--- src/sflf_pkg.sv ---
// Shared constants, types and decode helpers of the supply and LIN fault flag bank.
// Assumes a 20 MHz core clock and a 16-bit serial command frame from the host.
`default_nettype none

package sflf_pkg;

	// ==========================================================
	// Timing
	localparam longint      CLK_HZ           = 20_000_000;
	localparam longint      QUAL_US          = 100;
	localparam longint      QUAL_CYCLES      = (QUAL_US * CLK_HZ + 999_999) / 1_000_000;
	localparam int unsigned QUAL_W           = 11;
	localparam logic [10:0] QUAL_COUNT       = 11'(QUAL_CYCLES);
	localparam longint      SHORT_RST_MS     = 100;
	localparam longint      SHORT_RST_CYCLES = (SHORT_RST_MS * CLK_HZ) / 1_000;
	localparam int unsigned SHORT_W          = 21;

	// ==========================================================
	// Frame layout and command decode
	localparam logic [4:0] FRAME_BITS = 5'h10;
	localparam logic [4:0] CMD_BITS   = 5'h09;
	localparam logic [1:0] CMD_FLAG   = 2'h3;
	localparam logic [1:0] CMD_STATUS = 2'h0;
	localparam logic [4:0] ADDR_REG   = 5'h0f;
	localparam logic [4:0] ADDR_LIN1  = 5'h13;
	localparam logic [4:0] ADDR_LIN2  = 5'h14;

	// ==========================================================
	// Bit positions inside the flag bytes
	localparam int unsigned LIN_WAKE = 6;
	localparam int unsigned AUX_LOW  = 7;
	localparam int unsigned AUX_OC   = 6;
	localparam int unsigned BUS_TH   = 5;
	localparam int unsigned BUS_UV   = 4;
	localparam int unsigned BUS_OC   = 3;
	localparam int unsigned SENSE_LO = 2;
	localparam int unsigned BATT_UV  = 1;
	localparam int unsigned MAIN_OC  = 0;
	localparam int unsigned MAIN_TH  = 4;
	localparam int unsigned SHORT_RP = 2;
	localparam int unsigned BATT_FL  = 1;
	localparam int unsigned LP_OC    = 0;

	typedef enum logic [2:0] {
		GRP_NONE, GRP_LIN1_FLAG, GRP_LIN2_FLAG, GRP_LIN1_LIVE, GRP_LIN2_LIVE, GRP_REG_A, GRP_REG_B
	} sflf_grp_type;

	// Every asynchronous pin, in the order it is synchronised
	typedef struct packed {
		logic       sclk, cs_n, mosi;
		logic [6:0] lin1_cond, lin2_cond;
		logic       lin1_state, lin1_wake_en, lin2_state, lin2_wake_en;
		logic       aux_low, aux_oc, bus_thermal, bus_uv, bus_oc, sense_low, batt_uv;
		logic       main_oc, normal_mode, lp_oc, lp_vdd_on, main_thermal_off, batt_fail;
		logic       reset_pin_n;
	} sflf_pins_type;

	// Idle pin levels, so that release of reset sees no false edge
	localparam sflf_pins_type PINS_IDLE = '{cs_n: 1'b1, reset_pin_n: 1'b1, default: '0};

	// Frame bits 15..7 to flag group; anything else reads as zero
	function automatic sflf_grp_type grp_of(input logic [8:0] cmd);
		logic [1:0] kind;
		logic [4:0] addr;
		kind = cmd[8:7];
		addr = cmd[6:2];
		grp_of = GRP_NONE;
		if (cmd[1] && kind == CMD_FLAG && !cmd[0] && addr == ADDR_LIN1) grp_of = GRP_LIN1_FLAG;
		if (cmd[1] && kind == CMD_FLAG && !cmd[0] && addr == ADDR_LIN2) grp_of = GRP_LIN2_FLAG;
		if (cmd[1] && kind == CMD_STATUS && cmd[0] && addr == ADDR_LIN1) grp_of = GRP_LIN1_LIVE;
		if (cmd[1] && kind == CMD_STATUS && cmd[0] && addr == ADDR_LIN2) grp_of = GRP_LIN2_LIVE;
		if (cmd[1] && kind == CMD_FLAG && addr == ADDR_REG) grp_of = cmd[0] ? GRP_REG_B : GRP_REG_A;
	endfunction

	// Sticky flag update: set wins, a read clears only what has gone away
	function automatic logic [7:0] next_flags(input logic [7:0] q, input logic [7:0] set,
			input logic [7:0] still, input logic clr);
		next_flags = set | (q & ~({8{clr}} & ~still));
	endfunction

endpackage

`default_nettype wire

--- src/sflf_frame_if.sv ---
// Carrier between the flag core and its serial frame engine.
// Pin levels arrive already synchronised to core_clk.
`timescale 1ns/1ns
`default_nettype none

interface sflf_frame_if;
	logic       sclk;
	logic       cs_n;
	logic       mosi;
	logic       miso;
	logic       miso_oe;
	logic       cmd_valid;
	logic       frame_done;
	logic [8:0] cmd;
	logic [7:0] resp;

	modport spi  (input sclk, cs_n, mosi, resp, output miso, miso_oe, cmd_valid, frame_done, cmd);
	modport core (output sclk, cs_n, mosi, resp, input miso, miso_oe, cmd_valid, frame_done, cmd);
endinterface

`default_nettype wire

--- src/sflf_qual.sv ---
// Persistence filter: output rises once a condition has held for the qualification time.
// Assumes cond is already synchronised to core_clk.
`timescale 1ns/1ns
`default_nettype none

module sflf_qual (
	input  wire logic core_clk,
	input  wire logic rst,
	input  wire logic cond,
	output logic      hit
);
	typedef struct packed {
		logic [sflf_pkg::QUAL_W-1:0] cnt;
		logic                        hit;
	} sflf_qual_type;

	sflf_qual_type q, d;

	// ==========================================================
	// Counter restarts on any gap, so glitches never add up
	always_comb begin
		d = q;
		if (!cond) begin
			d.cnt = '0;
		end else if (q.cnt != sflf_pkg::QUAL_COUNT) begin
			d.cnt = q.cnt + 1'b1;
		end
		d.hit = cond && (d.cnt == sflf_pkg::QUAL_COUNT);
	end

	always_ff @(posedge core_clk or posedge rst) begin
		if (rst) begin
			q <= '0;
		end else begin
			q <= d;
		end
	end

	assign hit = q.hit;
endmodule // sflf_qual

`default_nettype wire

--- src/sflf_spi.sv ---
// Serial frame engine: 16-bit frames, MOSI sampled and MISO changed on SCLK rise.
// Assumes synchronised pins and SCLK half periods of at least four core clocks.
`timescale 1ns/1ns
`default_nettype none

module sflf_spi (
	input  wire logic    core_clk,
	input  wire logic    rst,
	sflf_frame_if.spi    f
);
	typedef struct packed {
		logic       sclk_prev, cs_prev, miso, oe, valid, done;
		logic [4:0] cnt;
		logic [8:0] cmd;
		logic [7:0] sh;
	} sflf_spi_type;

	sflf_spi_type q, d;
	logic         rise;

	// ==========================================================
	// Command in on the first nine rises, answer out on the last eight
	always_comb begin
		d = q;
		d.valid = 1'b0;
		d.done = 1'b0;
		d.sclk_prev = f.sclk;
		d.cs_prev = f.cs_n;
		rise = f.sclk && !q.sclk_prev;
		if (f.cs_n) begin
			d.cnt = '0;
			d.miso = 1'b0;
			d.oe = 1'b0;
			d.done = !q.cs_prev && q.cnt == sflf_pkg::FRAME_BITS; // Short frames never clear
		end else begin
			d.oe = 1'b1;
			if (q.valid) begin
				d.sh = f.resp;
				d.miso = f.resp[7];
			end
			if (rise && q.cnt != sflf_pkg::FRAME_BITS) begin
				d.cnt = q.cnt + 1'b1;
				if (q.cnt < sflf_pkg::CMD_BITS) begin
					d.cmd = {q.cmd[7:0], f.mosi};
				end
				d.valid = q.cnt == sflf_pkg::CMD_BITS - 5'h1;
				if (q.cnt >= sflf_pkg::CMD_BITS) begin
					d.sh = {q.sh[6:0], 1'b0};
					d.miso = q.sh[6];
				end
			end
		end
	end

	always_ff @(posedge core_clk or posedge rst) begin
		if (rst) begin
			q <= '{cs_prev: 1'b1, default: '0};
		end else begin
			q <= d;
		end
	end

	assign f.miso       = q.miso;
	assign f.miso_oe    = q.oe;
	assign f.cmd_valid  = q.valid;
	assign f.frame_done = q.done;
	assign f.cmd        = q.cmd;
endmodule // sflf_spi

`default_nettype wire

--- src/sflf_top.sv ---
// Fault and status flag bank for two LIN transceivers and the supply regulators.
// Assumes every condition input is an asynchronous level from analogue or transceiver logic.
//
// How it works
// - First LIN flag byte: bit6 wake to bit0 bus clamp, bit7 zero.
// - Second LIN flag byte, same order, returned for its own flag read.
// - First LIN live byte: state bit7, wake receiver enable bit6, rest zero.
// - Second LIN live byte: state bit7, wake enable bit6, own status read.
// - Auxiliary low sets after 100 us undervoltage; clears on recovery and read.
// - Auxiliary overcurrent sets after 100 us; clears on recovery and read.
// - Bus supply thermal sets with sensor; clears on cooling and read.
// - Bus supply undervoltage sets after 100 us; clears on recovery and read.
// - Bus driver overcurrent sets after 100 us; clears on recovery and read.
// - Sense input low sets after 100 us; clears on recovery and read.
// - Battery undervoltage sets after 100 us; clears on recovery and read.
// - Run overcurrent qualifies only in normal mode; clears on recovery and read.
// - Low-power overcurrent qualifies only with regulator on (lp_vdd_on), whatever normal_mode is.
// - Main regulator thermal-off sets while off; clears on recovery and read.
// - Reset pin low shorter than 100 ms sets flag; clears after end and read.
// - Battery fail sets below threshold; clears on recovery and read.
// - Live bytes follow hardware and a status read changes nothing.
`timescale 1ns/1ns
`default_nettype none

module sflf_top #(
	parameter int unsigned SHORT_CYCLES = 32'(sflf_pkg::SHORT_RST_CYCLES)
) (
	input  wire logic       core_clk,
	input  wire logic       rst,
	input  wire logic       sclk,
	input  wire logic       cs_n,
	input  wire logic       mosi,
	output logic            miso,
	output logic            miso_oe,
	input  wire logic [6:0] lin1_cond,
	input  wire logic [6:0] lin2_cond,
	input  wire logic       lin1_state,
	input  wire logic       lin1_wake_en,
	input  wire logic       lin2_state,
	input  wire logic       lin2_wake_en,
	input  wire logic       aux_low,
	input  wire logic       aux_oc,
	input  wire logic       bus_thermal,
	input  wire logic       bus_uv,
	input  wire logic       bus_oc,
	input  wire logic       sense_low,
	input  wire logic       batt_uv,
	input  wire logic       main_oc,
	input  wire logic       normal_mode,
	input  wire logic       lp_oc,
	input  wire logic       lp_vdd_on,
	input  wire logic       main_thermal_off,
	input  wire logic       batt_fail,
	input  wire logic       reset_pin_n
);

	typedef struct packed {
		sflf_pkg::sflf_pins_type          s1;
		sflf_pkg::sflf_pins_type          s2;
		logic [6:0]                       lin1;
		logic [6:0]                       lin2;
		logic [7:0]                       rega;
		logic [7:0]                       regb;
		sflf_pkg::sflf_grp_type           rd_grp;
		logic [sflf_pkg::SHORT_W-1:0]     rcnt;
		logic                             rpin_prev;
	} sflf_top_state_type;

	localparam sflf_top_state_type ST_RESET = '{
		s1: sflf_pkg::PINS_IDLE,
		s2: sflf_pkg::PINS_IDLE,
		rd_grp: sflf_pkg::GRP_NONE,
		rpin_prev: 1'b1,
		default: '0
	};

	localparam logic [sflf_pkg::SHORT_W-1:0] SHORT_LIMIT = sflf_pkg::SHORT_W'(SHORT_CYCLES);

	sflf_top_state_type      st_q, st_d;
	sflf_pkg::sflf_pins_type raw;
	logic [7:0]              qual_cond;
	logic [7:0]              qual_hit;
	logic [7:0]              set_a, still_a, set_b, still_b;
	logic [7:0]              lin1_n, lin2_n;
	logic                    short_evt;
	logic                    clr_lin1, clr_lin2, clr_a, clr_b;

	sflf_frame_if frame ();

	// ==========================================================
	// Pin gathering; one struct so every pin gets the same two stages
	assign raw = '{
		sclk: sclk, cs_n: cs_n, mosi: mosi,
		lin1_cond: lin1_cond, lin2_cond: lin2_cond,
		lin1_state: lin1_state, lin1_wake_en: lin1_wake_en,
		lin2_state: lin2_state, lin2_wake_en: lin2_wake_en,
		aux_low: aux_low, aux_oc: aux_oc, bus_thermal: bus_thermal, bus_uv: bus_uv,
		bus_oc: bus_oc, sense_low: sense_low, batt_uv: batt_uv,
		main_oc: main_oc, normal_mode: normal_mode, lp_oc: lp_oc, lp_vdd_on: lp_vdd_on,
		main_thermal_off: main_thermal_off, batt_fail: batt_fail,
		reset_pin_n: reset_pin_n
	};

	// ==========================================================
	// Persistence filters for the timed supply faults
	assign qual_cond[0] = st_q.s2.aux_low;
	assign qual_cond[1] = st_q.s2.aux_oc;
	assign qual_cond[2] = st_q.s2.bus_uv;
	assign qual_cond[3] = st_q.s2.bus_oc;
	assign qual_cond[4] = st_q.s2.sense_low;
	assign qual_cond[5] = st_q.s2.batt_uv;
	// Mode gating sits before the filter, so a mode change restarts the count
	assign qual_cond[6] = st_q.s2.main_oc && st_q.s2.normal_mode;
	assign qual_cond[7] = st_q.s2.lp_oc && st_q.s2.lp_vdd_on;

	for (genvar i = 0; i < 8; i++) begin : g_qual
		sflf_qual u_qual (
			.core_clk (core_clk),
			.rst      (rst),
			.cond     (qual_cond[i]),
			.hit      (qual_hit[i])
		);
	end

	// ==========================================================
	// Serial frame engine
	assign frame.sclk = st_q.s2.sclk;
	assign frame.cs_n = st_q.s2.cs_n;
	assign frame.mosi = st_q.s2.mosi;

	sflf_spi u_spi (
		.core_clk (core_clk),
		.rst      (rst),
		.f        (frame)
	);

	// Answer byte, picked as soon as bit 7 of the frame is in
	always_comb begin
		unique case (sflf_pkg::grp_of(frame.cmd))
			sflf_pkg::GRP_LIN1_FLAG: frame.resp = {1'b0, st_q.lin1};
			sflf_pkg::GRP_LIN2_FLAG: frame.resp = {1'b0, st_q.lin2};
			sflf_pkg::GRP_LIN1_LIVE: frame.resp = {st_q.s2.lin1_state, st_q.s2.lin1_wake_en, 6'h00};
			sflf_pkg::GRP_LIN2_LIVE: frame.resp = {st_q.s2.lin2_state, st_q.s2.lin2_wake_en, 6'h00};
			sflf_pkg::GRP_REG_A:     frame.resp = st_q.rega;
			sflf_pkg::GRP_REG_B:     frame.resp = st_q.regb;
			sflf_pkg::GRP_NONE:      frame.resp = 8'h00;
			default:                 frame.resp = 8'h00;
		endcase
	end

	assign miso    = frame.miso;
	assign miso_oe = frame.miso_oe;

	// ==========================================================
	// Flag bytes and read clear
	always_comb begin
		st_d = st_q;
		st_d.s1 = raw;
		st_d.s2 = st_q.s1;

		// Remember which flag group the current frame returned
		if (frame.cmd_valid) begin
			st_d.rd_grp = sflf_pkg::grp_of(frame.cmd);
		end
		// Live groups never map to a clear, so a status read leaves flags alone
		clr_lin1 = frame.frame_done && st_q.rd_grp == sflf_pkg::GRP_LIN1_FLAG;
		clr_lin2 = frame.frame_done && st_q.rd_grp == sflf_pkg::GRP_LIN2_FLAG;
		clr_a = frame.frame_done && st_q.rd_grp == sflf_pkg::GRP_REG_A;
		clr_b = frame.frame_done && st_q.rd_grp == sflf_pkg::GRP_REG_B;
		if (frame.frame_done) begin
			st_d.rd_grp = sflf_pkg::GRP_NONE;
		end

		// Transceiver detectors are levels; present level sets and holds
		lin1_n = sflf_pkg::next_flags({1'b0, st_q.lin1}, {1'b0, st_q.s2.lin1_cond},
			{1'b0, st_q.s2.lin1_cond}, clr_lin1);
		lin2_n = sflf_pkg::next_flags({1'b0, st_q.lin2}, {1'b0, st_q.s2.lin2_cond},
			{1'b0, st_q.s2.lin2_cond}, clr_lin2);
		st_d.lin1 = lin1_n[6:0];
		st_d.lin2 = lin2_n[6:0];

		// First supply byte: timed faults set from the filter, hold on the synchronised s2 level
		set_a = 8'h00;
		still_a = 8'h00;
		set_a[sflf_pkg::AUX_LOW] = qual_hit[0];
		set_a[sflf_pkg::AUX_OC] = qual_hit[1];
		set_a[sflf_pkg::BUS_TH] = st_q.s2.bus_thermal;
		set_a[sflf_pkg::BUS_UV] = qual_hit[2];
		set_a[sflf_pkg::BUS_OC] = qual_hit[3];
		set_a[sflf_pkg::SENSE_LO] = qual_hit[4];
		set_a[sflf_pkg::BATT_UV] = qual_hit[5];
		set_a[sflf_pkg::MAIN_OC] = qual_hit[6];
		still_a[sflf_pkg::AUX_LOW] = st_q.s2.aux_low;
		still_a[sflf_pkg::AUX_OC] = st_q.s2.aux_oc;
		still_a[sflf_pkg::BUS_TH] = st_q.s2.bus_thermal;
		still_a[sflf_pkg::BUS_UV] = st_q.s2.bus_uv;
		still_a[sflf_pkg::BUS_OC] = st_q.s2.bus_oc;
		still_a[sflf_pkg::SENSE_LO] = st_q.s2.sense_low;
		still_a[sflf_pkg::BATT_UV] = st_q.s2.batt_uv;
		still_a[sflf_pkg::MAIN_OC] = st_q.s2.main_oc;
		st_d.rega = sflf_pkg::next_flags(st_q.rega, set_a, still_a, clr_a);

		// Reset pin low time, saturating so a long low never wraps into a short one
		if (!st_q.s2.reset_pin_n) begin
			if (st_q.rcnt != SHORT_LIMIT) begin
				st_d.rcnt = st_q.rcnt + 1'b1;
			end
		end else begin
			st_d.rcnt = '0;
		end
		st_d.rpin_prev = st_q.s2.reset_pin_n;
		short_evt = st_q.s2.reset_pin_n && !st_q.rpin_prev && st_q.rcnt < SHORT_LIMIT;

		// Second supply byte
		set_b = 8'h00;
		still_b = 8'h00;
		set_b[sflf_pkg::MAIN_TH] = st_q.s2.main_thermal_off;
		set_b[sflf_pkg::SHORT_RP] = short_evt;
		set_b[sflf_pkg::BATT_FL] = st_q.s2.batt_fail;
		set_b[sflf_pkg::LP_OC] = qual_hit[7];
		still_b[sflf_pkg::MAIN_TH] = st_q.s2.main_thermal_off;
		still_b[sflf_pkg::SHORT_RP] = !st_q.s2.reset_pin_n;
		still_b[sflf_pkg::BATT_FL] = st_q.s2.batt_fail;
		still_b[sflf_pkg::LP_OC] = st_q.s2.lp_oc;
		st_d.regb = sflf_pkg::next_flags(st_q.regb, set_b, still_b, clr_b);
	end

	always_ff @(posedge core_clk or posedge rst) begin
		if (rst) begin
			st_q <= ST_RESET;
		end else begin
			st_q <= st_d;
		end
	end
endmodule // sflf_top

`default_nettype wire

--- config.mk ---
export PLATFORM = sky130hd
export DESIGN_NAME = sflf_top
export DESIGN_NICKNAME = d
export VERILOG_FILES = /design/src/sflf_pkg.sv /design/src/sflf_frame_if.sv /design/src/sflf_qual.sv /design/src/sflf_spi.sv /design/src/sflf_top.sv
export SDC_FILE = /design/constraint.sdc
export NUM_CORES = 1
export LEC_CHECK = 0
export ABC_AREA = 0
export CAP_MARGIN = 20
export CORE_MARGIN = 8
export CORE_UTILIZATION = 30
export CTS_CLUSTER_SIZE = 10
export DETAILED_ROUTE_END_ITERATION = 10
export DONT_BUFFER_PORTS = 1
export PLACE_DENSITY = 0.43
export REMOVE_ABC_BUFFERS = 1
export SKIP_LAST_GASP = 1
export SLEW_MARGIN = 0
export SYNTH_ARGS = -nofsm -noshare
export SYNTH_HDL_FRONTEND = slang
export SYNTH_SLANG_ARGS = --single-unit
--- constraint.sdc ---
create_clock -name core_clk -period 13.1 [get_ports core_clk]
set_clock_uncertainty 0.2 [all_clocks]
set_input_delay 0.655 -clock core_clk [delete_from_list [all_inputs] [get_ports core_clk]]
set_output_delay 0.655 -clock core_clk [all_outputs]
set_load 0.02 [all_outputs]
**Word level (Yosys, flattened, before mapping)**

Index checks and enable logic that the tools add are counted.

- Add/sub/neg operators: 10
- $lt $le $gt $ge: 3
- Equality and inequality tests: 34
- Mux-type cells: 39
- Bitwise logic cells: 21
- Reduce and logical (&&, ||, !) cells: 38

Operators with widths:

| operator | number |
|---|---|
| $mux 11 | 16 |
| $add 11x1->11 const B | 8 |
| $eq 11x11->1 const B | 8 |
| $ne 11x11->1 const B | 8 |
| $pmux 8 s6 | 1 |
| $mux 21 | 2 |
| $and 8x8->8 | 4 |
| $and 7x7->7 | 4 |
| $logic_and 1x1->1 | 28 |
| $not 7->7 | 4 |
| $not 8->8 | 3 |
| $mux 22 | 1 |
| $add 21x1->21 const B | 1 |
| $lt 21x21->1 const B | 1 |
| $ne 21x21->1 const B | 1 |
| $mux 3 | 6 |
| $mux 8 | 2 |
| $eq 3x3->1 const B | 5 |
| $eq 5x5->1 const B | 3 |
| $or 7x7->7 | 2 |
| $eq 5x4->1 const B | 2 |
| $eq 3x2->1 const B | 3 |
| $mux 9 | 1 |
| $not 5->8 | 1 |
| other kinds (16) | 30 |

- Register bits: 249
- Input bits: 37
- Output and inout port bits: 2
- Logic and storage cells: 223

**Longest topological paths before layout**

- Word-level depth: 15
- Depth in mapped cells: 8
- Depth with buffers taken out: 7

**Modules after synthesis**

From an unflattened synthesis, not the netlist that was laid out.

- Cell total of the unflattened synthesis: 1089
- Area, all modules: 12179.2 µm²

Modules (own cells, without submodules):

| module | instances | cells an instance | area an instance (µm²) | sequential area each (µm²) |
|---|---|---|---|---|
| sflf_qual | 8 | 80 | 797.0 | 300.3 |
| sflf_top | 1 | 333 | 4438.0 | 3134.3 |
| sflf_spi | 1 | 116 | 1365.1 | 676.9 |

**Worst setup path after synthesis**

Ideal clock, no wire load.

- Path type: register -> register
- Start point: reg g_qual[4].u_qual.q[1] (netlist bit)
- End point: reg g_qual[4].u_qual.q, in the netlist g_qual[4].u_qual.hit
- Setup time: 96 ps
- Arrival time: 2037 ps
- Required time: 12804 ps
- Slack: 10767 ps
- Cell stages (with the launch flop): 9
- Path buffers: 1
- Clock period less this slack: 2333 ps
- Cell sequence: dfrtp_1 -> inv_1 -> ha_1 -> nand4b_1 -> or4_1 -> buf_2 -> mux2i_1 -> or3b_2 -> nor4_2

RTL lines:

| item | line | source |
|---|---|---|
| from (decl) | sflf_qual.sv:17 | `sflf_qual_type q, d;` |
| from (signal assigned) | sflf_qual.sv:33 | `q <= '0;` |
| from (signal assigned) | sflf_qual.sv:35 | `q <= d;` |

==> metrics <==
outcome=completed; CTS clk-pin slew, worst paths=0.06 ns; Root Driver=clkbuf_16; Synth Flop Type=dfrtp_1; pwr dens=132 nW/um^2; setup repair bufs after CTS=0; endpoints failing setup=0; total chip power=1.67 mW; worst IR drop on VDD=0.0704 mV; I/O pins=39; average cell area after synthesis=11.1 um^2; total gr overflow=0; Adder-Cell Fraction of Synth Area=2.39%; type of the tightest min-delay check=reg -> reg; register area share after synthesis=56.6%; ANT nets after route=0; first-pass GRT wire length=37700 um; Post-Synth Simple-Gate Area=21.2%; largest net degree at the start of global routing=116; Ant. Diodes=0; Crit Path Max Fanout=115; I/O Buffers=0; Post-DP HPWL=14300 um; Hold Startpoint=st_d[65]; hold_ws=0.139 ns; Async SR Flop Fraction=100%; WP data arrival=3.48 ns; GRT Util Overall=10.4%; Chip Height=207 um; initial antenna violation count=0; Gate Count Post-Synth=992; data required time of the worst path=13.47 ns; Final Wtd Congestion=0.763; Yosys reg bits=248; drt wl/cell=14.8 um; top cell type's share of synthesized area=55.1%; total negative slack=0 ns; die area=43000 um^2; LEAKAGE=5.25 nW; 1st-iter DRT viols=497; complex-gate fraction of the synthesized area=7.34%; Starting Density=30.2%; Critical path origin=rst; Nets=1088; final worst path period share=23.8%; mapped cell area=11000 um^2; CTS tree=done; leading area contributor after synthesis=dfrtp_1; Post-synth EDFFs=0; register area=6210 um^2; CTS sink count=248; chip width=207 um; Detailed Routing Iterations Pass 1=7; Critical Path Sink Type=async pin; yosys warns=0; distinct cell type count after synthesis=68; CP startpoint kind=input pin; via count=7127; R2R Path Start=g_qual[4].u_qual.q[1]; maxcap violations=0; mux cell area share after synthesis=2.93%; final hold violation count=0; maximum buffer depth of the clock tree=3; Final Critical Period=3.11 ns; largest family of logic cells by synthesized area=simple AND/OR/NAND/NOR gates; Setup Crit Path Kind=in -> async; max-slew violations=0; H-tree levels=1; fraction of layout cells with a size suffix above 1=6.11%; # rows=70; commonest non-fill, non-tap cells in the layout=dfrtp_1, nor2_1, nand2_1; RSZ-0062 raised after global routing=false; drt total wl=22500 um; Clock Latency Late Sink=0.56 ns; DRC errors left=0; post-route insts no fill=1515; commonest non-fill, non-tap cell in the layout=dfrtp_1; worst-margin pin slew=1.09 ns; Fillers=3609; Synth Area in XOR/XNOR=7.18%; Num CTS Buffers=30; vias in the first global route=7119; Via density=4.70; P&R area growth vs syn=15.7%; footprint of the multi-input gates=4510 um^2; relative slew slack=26.6%; leading post-synthesis cells by cell area=dfrtp_1, xor2_1, xnor2_1; placed cells=1430; fmax=321 MHz; Post-Route Utilization=35.0%; Core Area=36300 um^2
[final cells by class]
type,instances,share of cell area [%]
Inverter,35,1.09
Sequential cell,248,48.9
Tap cell,468,4.61
Clock buffer,47,6.82
Timing Repair Buffer,38,2.95
Multi-Input combinational cell,677,35.5
Clock inverter,2,0.108
[cells in the mapped netlist, types with 4 or more instances]
cell      instances
a21boi_0          9
a21o_1           19
a21oi_1          13
a22oi_1           6
and2_1           45
and3_1           17
and4_1           11
clkbuf_1         26
dfrtp_1         242
dfstp_2           6
ha_1             21
inv_1            35
mux2_2            9
mux2i_1          22
nand2_1          63
nand2b_1         17
nand3_1          54
nand4_1          29
nand4b_1          5
nor2_1           80
nor2b_1          23
nor3_1           20
nor3b_1           6
nor4_1            9
nor4_2            5
nor4b_1           6
nor4bb_1          4
o21ai_0          23
o221ai_1          4
o22a_1            5
o31ai_1           7
or3_1             9
or4_1             5
xnor2_1          44
xor2_1           46
[stage by stage]
step	area, um^2	worst slack [ns]
after floorplan	10900	5.44
after global placement	11500	9.81
after detailed placement	11500	9.79
after CTS	12700	9.71
after global routing	12700	9.47
final	12700	9.99
[worst max-delay path: stages]
cell,delay (ns)
dlygate4sd3_1,0.61
inv_8,0.52
buf_4,0.82
buf_4,0.78
[kinds of logic after synthesis]
group / Yosys count
adder cells (fa/ha/maj): 21
multiplexers: 31
flip-flops: 248
AO/OA/AOI/OAI: 114
AND/OR/NAND/NOR: 421
buffers and inverters: 67
XOR/XNOR: 90
[layer usage]
| layer | vias to the layer above | track usage, % | share of wire [%] |
|---|---|---|---|
| met2 | 107 | 15.2 | 43 |
| met4 | 0 | 3.55 | 2.0 |
| li1 | 3536 | - | - |
| met5 | - | 0 | 0 |
| met3 | 28 | 1.93 | 3.8 |
| met1 | 3456 | 15.1 | 51 |
[path summary, 6_finish.rpt]
check,end,slack [ns],cells after the start
min in group asynchronous,st_q[69],0.53,2
min reg2reg,qual_cond[2],0.14,0
max,g_qual[4].u_qual.q[1],9.99,4
max in group core_clk,g_qual[4].u_qual.hit,10.58,7
min,qual_cond[2],0.14,0
max reg2reg,g_qual[4].u_qual.hit,10.58,7
[sequential cells by signal (all words and copies together) (netlist names)]
name                flops
set_a                   1
frame.sclk              1
frame.mosi              1
set_b                   2
st_q                   77
qual_cond               6
st_d                   36
frame.cs_n              1
u_spi.f.miso            1
u_spi.f.frame_done      1
g_qual.u_qual.q        88
u_spi.f.miso_oe         1
u_spi.f.cmd             9
g_qual.u_qual.hit       8
u_spi.q                14
u_spi.f.cmd_valid       1
[where the power goes]
group,switching [mW],internal [mW]
clock network,0.307,0.446
registers,0.0365,0.794
logic,0.0500,0.0387
total,0.394,1.28
[timing repair]
action / in CTS / in global routing
hold endpoints to repair: 144 / 0
hold buffers: 36 / 0
resized for setup: 0 / 0
(Power assumes the default switching activity.)
